==> src/hdl/motion_filter_pkg.sv <==
/*
 * Shared constants for the accelerometer/gyroscope filter configuration block:
 * register offsets, field positions, reset values and output-rate timing.
 * Assumes a single 25 MHz system clock.
 */
package motion_filter_pkg;

	// ==========================================================================
	// Register offsets
	// ==========================================================================
	localparam logic [7:0] ADDR_ACCEL_FILTER_CFG2    = 8'h1d;
	localparam logic [7:0] ADDR_LOW_POWER_CFG        = 8'h1e;
	localparam logic [7:0] ADDR_MOTION_WAKE_THRESHOLD = 8'h1f;

	// ==========================================================================
	// Field positions and reset values
	// ==========================================================================
	localparam int ACCEL_LP_AVG_SEL_LSB    = 4;
	localparam int ACCEL_FILTER_BYPASS_BIT = 3;
	localparam int ACCEL_LOWPASS_SEL_LSB   = 0;
	localparam int GYRO_CYCLE_BIT          = 7;
	localparam int GYRO_LP_AVG_SEL_LSB     = 4;

	localparam logic [5:0] ACCEL_CFG_RESET   = 6'h00;
	localparam logic [3:0] LP_CFG_RESET      = 4'h0;
	localparam logic [7:0] WAKE_LEVEL_RESET  = 8'h00;
	localparam logic [2:0] WAKE_EN_ALL_ONES  = 3'b111;

	// Effective accelerometer filter code when the low-pass stage is skipped.
	localparam logic [3:0] ACCEL_BW_BYPASSED = 4'h8;
	localparam logic [2:0] ACCEL_AVG_BASE_SHIFT = 3'd2;

	// ==========================================================================
	// Timing
	// ==========================================================================
	localparam int CLK_HZ            = 25_000_000;
	localparam int FILTERED_RATE_HZ  = 1_000;
	localparam int BYPASS_RATE_HZ    = 4_000;
	localparam int FILTERED_CYCLES   = CLK_HZ / FILTERED_RATE_HZ;
	localparam int BYPASS_CYCLES     = CLK_HZ / BYPASS_RATE_HZ;

	localparam int SAMPLE_WIDTH      = 16;
	localparam int SUM_WIDTH         = 21;

endpackage
==> src/hdl/accel_gyro_lowpower_filter_config.sv <==
/*
 * Filter, decimation and low-power cycling configuration for a 6-axis sensor.
 * Holds three host registers, generates the divided output-rate strobe,
 * duty-cycles and averages the accelerometer, and steers the gyro filter.
 * Assumes all inputs are synchronous to sys_clk and that register accesses
 * arrive as single-cycle strobes from the serial host interface.
 */
// What this block does
// RL1 - Low-power accel averages 4, 8, 16, 32 samples.
// RL2 - Bypass skips accel low-pass, 4 kHz rate.
// RL3 - Filter code picks accel bandwidth at 1 kHz.
// RL4 - Output rate divided by one plus divider.
// RL5 - Low-power accel powered only while averaging.
// RL6 - Gyro cycle bit enables low-power gyro; resets 0.
// RL7 - Host sets gyro cycle before low-power gyro.
// RL8 - Gyro averages two to the code; resets zero.
// RL9 - Low-power gyro ignores normal gyro low-pass code.
// RL10 - Eight-bit wake threshold held for motion logic.
// RL11 - Wake interrupt enabled all ones, disabled zeros.
// RL12 - Host avoids averaging longer than sample period.
// RL13 - Reserved config bits read zero, ignore writes.
`timescale 1ns/1ps

module accel_gyro_lowpower_filter_config
	import motion_filter_pkg::*;
#(
	parameter int FILTERED_PERIOD = FILTERED_CYCLES,
	parameter int BYPASS_PERIOD   = BYPASS_CYCLES
) (
	// Clock and reset
	input  wire logic                           sys_clk,
	input  wire logic                           rstn,
	// Register port
	input  wire logic [7:0]                     reg_addr,
	input  wire logic [7:0]                     reg_wdata,
	input  wire logic                           reg_wr,
	input  wire logic                           reg_rd,
	output logic [7:0]                          reg_rdata,
	// Loose configuration from neighbouring registers
	input  wire logic                           accel_lp_mode,
	input  wire logic [7:0]                     rate_divider,
	input  wire logic [2:0]                     gyro_lowpass_sel,
	input  wire logic [2:0]                     motion_wake_irq_en,
	// Accelerometer sample stream
	input  wire logic signed [SAMPLE_WIDTH-1:0] accel_sample,
	input  wire logic                           accel_sample_valid,
	// Accelerometer results and control
	output logic signed [SAMPLE_WIDTH-1:0]      accel_out,
	output logic                                accel_out_valid,
	output logic                                accel_power_en,
	output logic [3:0]                          accel_bw_code,
	output logic                                odr_strobe,
	// Gyroscope control
	output logic                                gyro_lp_mode,
	output logic [2:0]                          gyro_filter_code,
	output logic [7:0]                          gyro_avg_count,
	// Wake-on-motion
	output logic [7:0]                          motion_wake_level,
	output logic                                motion_wake_armed
);

	// ==========================================================================
	// State
	// ==========================================================================
	typedef struct packed {
		logic [5:0]                      accel_cfg;
		logic [3:0]                      lp_cfg;
		logic [7:0]                      wake_level;
		logic [14:0]                     tick_cnt;
		logic [7:0]                      div_cnt;
		logic [5:0]                      avg_cnt;
		logic                            averaging;
		logic                            finishing;
		logic signed [SAMPLE_WIDTH-1:0]  last_sample;
		logic [7:0]                      rdata;
		logic signed [SAMPLE_WIDTH-1:0]  out;
		logic                            out_valid;
		logic                            power_en;
		logic [3:0]                      bw_code;
		logic                            odr;
		logic                            gyro_lp;
		logic [2:0]                      gyro_code;
		logic [7:0]                      gyro_count;
		logic                            wake_armed;
	} top_state_t;

	top_state_t state;
	top_state_t next_state;

	logic signed [SUM_WIDTH-1:0] acc_sum;
	logic                        acc_clear;
	logic                        acc_add;

	function automatic logic [2:0] avg_shift(input logic [1:0] sel);
		avg_shift = {1'b0, sel} + ACCEL_AVG_BASE_SHIFT;
	endfunction

	// ==========================================================================
	// Next-state logic
	// ==========================================================================
	logic [1:0]  avg_sel;
	logic        bypass;
	logic [14:0] period_last;
	logic        base_tick;
	logic        odr_tick;

	always_comb begin
		avg_sel     = state.accel_cfg[ACCEL_LP_AVG_SEL_LSB +: 2];
		bypass      = state.accel_cfg[ACCEL_FILTER_BYPASS_BIT];
		period_last = bypass ? 15'(BYPASS_PERIOD - 1) : 15'(FILTERED_PERIOD - 1); // [RL2] [RL3]
		base_tick   = (state.tick_cnt >= period_last);
		odr_tick    = base_tick && (state.div_cnt >= rate_divider); // [RL4]
		acc_clear   = 1'b0;
		acc_add     = 1'b0;

		next_state           = state;
		next_state.odr       = 1'b0;
		next_state.out_valid = 1'b0;
		next_state.finishing = 1'b0;

		// Register writes keep only the defined fields. [RL13]
		if (reg_wr) begin
			case (reg_addr)
				ADDR_ACCEL_FILTER_CFG2:     next_state.accel_cfg = reg_wdata[5:0];
				ADDR_LOW_POWER_CFG:         next_state.lp_cfg = reg_wdata[7:4]; // [RL6] [RL8]
				ADDR_MOTION_WAKE_THRESHOLD: next_state.wake_level = reg_wdata; // [RL10]
				default:                    next_state.lp_cfg = state.lp_cfg;
			endcase
		end
		if (reg_rd) begin
			case (reg_addr)
				ADDR_ACCEL_FILTER_CFG2:     next_state.rdata = {2'b00, state.accel_cfg}; // [RL13]
				ADDR_LOW_POWER_CFG:         next_state.rdata = {state.lp_cfg, 4'h0}; // [RL13]
				ADDR_MOTION_WAKE_THRESHOLD: next_state.rdata = state.wake_level;
				default:                    next_state.rdata = 8'h00;
			endcase
		end

		// Base-rate timer and output-rate divider.
		next_state.tick_cnt = base_tick ? 15'd0 : state.tick_cnt + 15'd1;
		if (base_tick) begin
			next_state.div_cnt = odr_tick ? 8'd0 : state.div_cnt + 8'd1; // [RL4]
		end
		next_state.odr = odr_tick;

		if (accel_sample_valid) begin
			next_state.last_sample = accel_sample;
		end

		if (accel_lp_mode) begin
			// A new output period restarts the window even if the last one
			// never completed, so an overlong setting degrades, not hangs.
			if (odr_tick) begin
				next_state.averaging = 1'b1;
				next_state.power_en  = 1'b1; // [RL5]
				next_state.avg_cnt   = 6'd0;
				acc_clear            = 1'b1;
			end else if (state.averaging && accel_sample_valid) begin
				acc_add           = 1'b1;
				next_state.avg_cnt = state.avg_cnt + 6'd1;
				if (state.avg_cnt + 6'd1 == (6'd1 << avg_shift(avg_sel))) begin // [RL1]
					next_state.averaging = 1'b0;
					next_state.power_en  = 1'b0; // [RL5]
					next_state.finishing = 1'b1;
				end
			end else if (!state.averaging) begin
				// Between windows the sensor stays off, even right after entering this mode.
				next_state.power_en = 1'b0; // [RL5]
			end
			if (state.finishing) begin
				next_state.out       = SAMPLE_WIDTH'(acc_sum >>> avg_shift(avg_sel)); // [RL1]
				next_state.out_valid = 1'b1;
			end
		end else begin
			next_state.averaging = 1'b0;
			next_state.power_en  = 1'b1;
			if (odr_tick) begin
				next_state.out       = state.last_sample;
				next_state.out_valid = 1'b1; // [RL4]
			end
		end

		// Effective filter selections.
		next_state.bw_code    = bypass ? ACCEL_BW_BYPASSED
			: {1'b0, state.accel_cfg[ACCEL_LOWPASS_SEL_LSB +: 3]}; // [RL2] [RL3]
		next_state.gyro_lp    = state.lp_cfg[3]; // [RL6]
		next_state.gyro_code  = state.lp_cfg[3] ? state.lp_cfg[2:0] : gyro_lowpass_sel; // [RL9]
		next_state.gyro_count = state.lp_cfg[3] ? (8'd1 << state.lp_cfg[2:0]) : 8'd1; // [RL8]

		// Only the two documented enable codes change the arming. [RL11]
		if (motion_wake_irq_en == WAKE_EN_ALL_ONES) begin
			next_state.wake_armed = 1'b1;
		end else if (motion_wake_irq_en == 3'b000) begin
			next_state.wake_armed = 1'b0;
		end
	end

	// ==========================================================================
	// Registers
	// ==========================================================================
	always_ff @(posedge sys_clk or negedge rstn) begin
		if (!rstn) begin
			state            <= '0;
			state.accel_cfg  <= ACCEL_CFG_RESET;
			state.lp_cfg     <= LP_CFG_RESET; // [RL6] [RL8]
			state.wake_level <= WAKE_LEVEL_RESET;
			state.gyro_count <= 8'd1;
		end else begin
			state <= next_state;
		end
	end

	avg_accumulator #(
		.SAMPLE_W (SAMPLE_WIDTH),
		.SUM_W    (SUM_WIDTH)
	) u_accel_avg (
		.sys_clk (sys_clk),
		.rstn    (rstn),
		.clear   (acc_clear),
		.add_en  (acc_add),
		.sample  (accel_sample),
		.sum     (acc_sum)
	);

	// ==========================================================================
	// Outputs
	// ==========================================================================
	assign reg_rdata         = state.rdata;
	assign accel_out         = state.out;
	assign accel_out_valid   = state.out_valid;
	assign accel_power_en    = state.power_en;
	assign accel_bw_code     = state.bw_code;
	assign odr_strobe        = state.odr;
	assign gyro_lp_mode      = state.gyro_lp;
	assign gyro_filter_code  = state.gyro_code;
	assign gyro_avg_count    = state.gyro_count;
	assign motion_wake_level = state.wake_level;
	assign motion_wake_armed = state.wake_armed;

endmodule

==> src/hdl/avg_accumulator.sv <==
/*
 * Running sum of signed sensor samples for the averaging filter.
 * Assumes the caller clears it at the start of each averaging window.
 */
`timescale 1ns/1ps

module avg_accumulator
	import motion_filter_pkg::*;
#(
	parameter int SAMPLE_W = SAMPLE_WIDTH,
	parameter int SUM_W    = SUM_WIDTH
) (
	// Clock and reset
	input  wire logic                       sys_clk,
	input  wire logic                       rstn,
	// Control
	input  wire logic                       clear,
	input  wire logic                       add_en,
	input  wire logic signed [SAMPLE_W-1:0] sample,
	// Result
	output logic signed [SUM_W-1:0]         sum
);

	typedef struct packed {
		logic signed [SUM_W-1:0] sum;
	} acc_state_t;

	acc_state_t state;
	acc_state_t next_state;

	always_comb begin
		next_state = state;
		if (clear) begin
			// A sample arriving with the clear starts the new window.
			next_state.sum = add_en ? SUM_W'(sample) : '0;
		end else if (add_en) begin
			next_state.sum = state.sum + SUM_W'(sample);
		end
	end

	always_ff @(posedge sys_clk or negedge rstn) begin
		if (!rstn) begin
			state <= '0;
		end else begin
			state <= next_state;
		end
	end

	assign sum = state.sum;

endmodule

==> config.mk <==
export PLATFORM = sky130hd
export DESIGN_NAME = accel_gyro_lowpower_filter_config
export DESIGN_NICKNAME = d
export VERILOG_FILES = /design/src/hdl/motion_filter_pkg.sv /design/src/hdl/accel_gyro_lowpower_filter_config.sv /design/src/hdl/avg_accumulator.sv
export SDC_FILE = /design/constraint.sdc
export NUM_CORES = 1
export LEC_CHECK = 0
export BUFFER_PORTS_ARGS = -buffer_cell sky130_fd_sc_hd__buf_2
export CAP_MARGIN = 15
export CORE_MARGIN = 1
export CORE_UTILIZATION = 63
export CTS_CLUSTER_DIAMETER = 30
export DETAILED_ROUTE_END_ITERATION = 6
export GPL_ROUTABILITY_DRIVEN = 0
export PLACE_DENSITY = 0.87
export SETUP_SLACK_MARGIN = 0.5
export SLEW_MARGIN = 10
export SYNTH_ARGS = -nofsm -noshare
export SYNTH_HDL_FRONTEND = slang
export SYNTH_SLANG_ARGS = --single-unit
==> constraint.sdc <==
create_clock -name sys_clk -period 4.04 [get_ports sys_clk]
set_input_delay 0.202 -clock sys_clk [delete_from_list [all_inputs] [get_ports sys_clk]]
set_output_delay 0.202 -clock sys_clk [all_outputs]
set_load 0.05 [all_outputs]
==> results_dict.tcl <==
set metrics [dict create \
    start_util 0.6511 \
    grt_setup_unrepaired "false" \
    areaGrowthSynthToFinish_pct 11.31 \
    totalWireLength_um 16920 \
    grt_pass1_wl_um 27650 \
    arrival_ps 3470 \
    power_switching_mw 0.8119 \
    synthDominantCellAreaShare 0.4305 \
    holdPathEnd "gyro_filter_code[1]" \
    synth_xor_area_frac 0.03621 \
    maxCapViolCount 0 \
    yosysMostFrequentCell "dfrtp_1" \
    hold_viol 0 \
    crit_chain "inv_1, ha_1, nor4_1, a211oi_1, a211o_1, nand2_1, inv_1, nor2_1, nand2_1, o21ai_1" \
    synth_cell_types 57 \
    status "finished, violations left" \
    htreeDepth 4 \
    critPathMaxFanout 18 \
    use_met3 0.05850 \
    p_per_area_nw_per_um2 371.5 \
    overflow 0 \
    dpl.cell_count 891 \
    synth_fp_nets 813 \
    worst_pin_slew_ps 899.3 \
    cts_max_path_buffers 2 \
    drc 26 \
    crit_type "flop to flop" \
    cts_resized 0 \
    max-slew-margin-rel 0.4005 \
    grt_use_met2 0.4780 \
    ctsHoldBuffers 1 \
    drt_iter0_markers 658 \
    regToRegSetupSlack_ps 900 \
    antenna_left 0 \
    peakVddDrop_v 0.0003167 \
    fmax_mhz 318.1 \
    hold_depth 2 \
    worst_path_max_delay_cell "dfrtp_1" \
    ys_top_cells_by_count "dfrtp_1 (129), nand2_1 (53), buf_4 (47), ha_1 (41), mux2_2 (39)" \
    yosysSeqAreaShare 0.4340 \
    dieArea_sq_um 12340 \
    netlist_instances 719 \
    r2r-start "bypass" \
    io_pins 104 \
    violations "design-rule violations" \
    die_h_um 111.1 \
    internal_power_mw 2.289 \
    hpwl_um 11780 \
    cts_made_buffers 17 \
    rows 39 \
    drive_gt1_frac 0.2596 \
    synth_edf_count 0 \
    cts.sinks 130 \
    clockPowerShare 0.481 \
    hold_class "input port to flop" \
    p_sw_frac 0.2618 \
    num-nets-final 863 \
    syn_avg_cell_area_sq_um 10.43 \
    p_comb_frac 0.077 \
    critPathCaptureType "flop" \
    p_seq_frac 0.442 \
    yosys_warnings 0 \
    grt_max_degree 73 \
    clk_pin_slew_ps 60 \
    grt_use_total 0.2846 \
    p_leak_nw 4.167 \
    vias 5827 \
    drv_slew 0 \
    post_drt_wl_per_cell_um 18.29 \
    grt_pass1_vias 5649 \
    clock_skew_ps 12.14 \
    ys_seq_elements 130 \
    reg2reg_depth 10 \
    cp_slowest_stage_delay_ps 590 \
    async_flop_share 1.000 \
    clock_latency_ps 420 \
    synthTopCellsByArea "dfrtp_1 (43%), ha_1 (6.8%), mux2_2 (5.9%)" \
    root_buffer "clkbuf_16" \
    n_antenna_cell 0 \
    fin_crit_sh 0.7781 \
    grt_busiest_layer "met2" \
    cts_tree "built" \
    synth_fa_ha_area_frac 0.07108 \
    fillers 746 \
    viasPerCell 6.299 \
    required_ps 4360 \
    synth_top_family_by_area "compound AO/OA/AOI/OAI gates" \
    yosys.area_share.simple 0.1246 \
    port_buffers 103 \
    core_region_area_sq_um 11520 \
    tns_ps 0 \
    yosysTopAreaCell "dfrtp_1" \
    fp.dieW_um 111.1 \
    grt_antenna_before_repair 0 \
    synth_compound_area_frac 0.1402 \
    setup_viol 0 \
    cp-start-kind "flop" \
    synthFlopType "dfrtp_1" \
    synth_area_sq_um 7498 \
    min_from "gyro_lowpass_sel[1]" \
    fin_crit_ps 3144 \
    post_cts_buffers 0 \
    final-instance-count-excl-fill 925 \
    muxShareOfSynthArea 0.1133 \
    use_met1 0.3678 \
    rr_endpoint "u_accel_avg.sum[2]" \
    dr.pass1.iters 7 \
]
## worst max-delay path: cells and delay by family, from the launching register on
kind                     cells  cell delay, ps
AND/OR/NAND/NOR              4            1090
AO/OA/AOI/OAI                3             740
flip-flops                   1             590
buffers and inverters        2             370
adder cells (fa/ha/maj)      1             250
## flip-flops by register name (all words and copies together), names as in the netlist
signal / cells
accel_bw_code: 4
state: 53
gyro_lp_mode: 1
reg_rdata: 8
bypass: 1
accel_power_en: 1
motion_wake_armed: 1
odr_strobe: 1
u_accel_avg.sum: 21
next_state: 1
accel_out: 16
motion_wake_level: 8
accel_out_valid: 1
gyro_filter_code: 3
avg_sel: 2
gyro_avg_count: 8
## kinds of logic after synthesis
family / Yosys count
XOR/XNOR: 31
buffers and inverters: 112
multiplexers: 60
AO/OA/AOI/OAI: 157
AND/OR/NAND/NOR: 187
flip-flops: 130
adder cells (fa/ha/maj): 42
## stage by stage
stage | area [sq um] | setup WS [ps] | power, mW | utilization | hold slack, ps
floorplan | 7498 | 1388 | 1.536 | - | -93.59
global placement | 7749 | 1186 | 1.612 | 0.6729 | 9.829
detailed placement | 7749 | 951.2 | 1.625 | 0.6729 | 7.602
CTS | 8332 | 902.9 | 3.098 | 0.7235 | 10.60
global route | 8347 | 594.5 | 3.194 | 0.7248 | 2.747
finish | 8347 | 896.3 | 3.101 | 0.7248 | 13.30
## worst max path at each step
stage	startpoint	slack, ps	depth (start not counted)	end
3_3_place_gp	bypass	1190	9	accel_out[12]
6_report	bypass	900	10	u_accel_avg.sum[2]
4_1_cts	bypass	900	10	u_accel_avg.sum[2]
3_5_place_dp	bypass	950	9	accel_out[10]
2_1_floorplan	u_accel_avg.sum[0]	1390	9	u_accel_avg.sum[20]
5_1_grt	bypass	590	9	accel_out[14]
## final cells by class
type,instances,area [sq um],share of cell area
sequential,130,3254,0.3899
clock buffer,17,425.4,0.05097
tap,143,178.9,0.02144
timing repair buffer,109,573.1,0.06866
clock inverter,15,147.6,0.01769
inverter,34,127.6,0.01529
multi-input combinational,477,3640,0.4361
## layout by cell type (no fill, tap or decap), types with 23 or more instances in the layout
cell type / count
o21ai_0: 27
o21ai_1: 23
mux2_2: 39
dfrtp_1: 129
inv_1: 33
ha_1: 41
a21oi_1: 29
buf_2: 102
and3_1: 24
nor2_1: 36
nand2_1: 53
## power by group through the flow
stage	Clock [mW]	Sequential (mW)	Combinational [mW]
after floorplan	0	1.38	0.152
after global placement	0	1.39	0.221
after detailed placement	0	1.39	0.232
after CTS	1.49	1.37	0.236
after global routing	1.56	1.37	0.262
final	1.49	1.37	0.239
## per-layer routing
layer  part of all wire  up-vias
met2               0.49      305
met1               0.41     2808
met3              0.076       45
met4              0.023        0
li1                   -     2669
met5                  0        -
(Power assumes the default switching activity.)
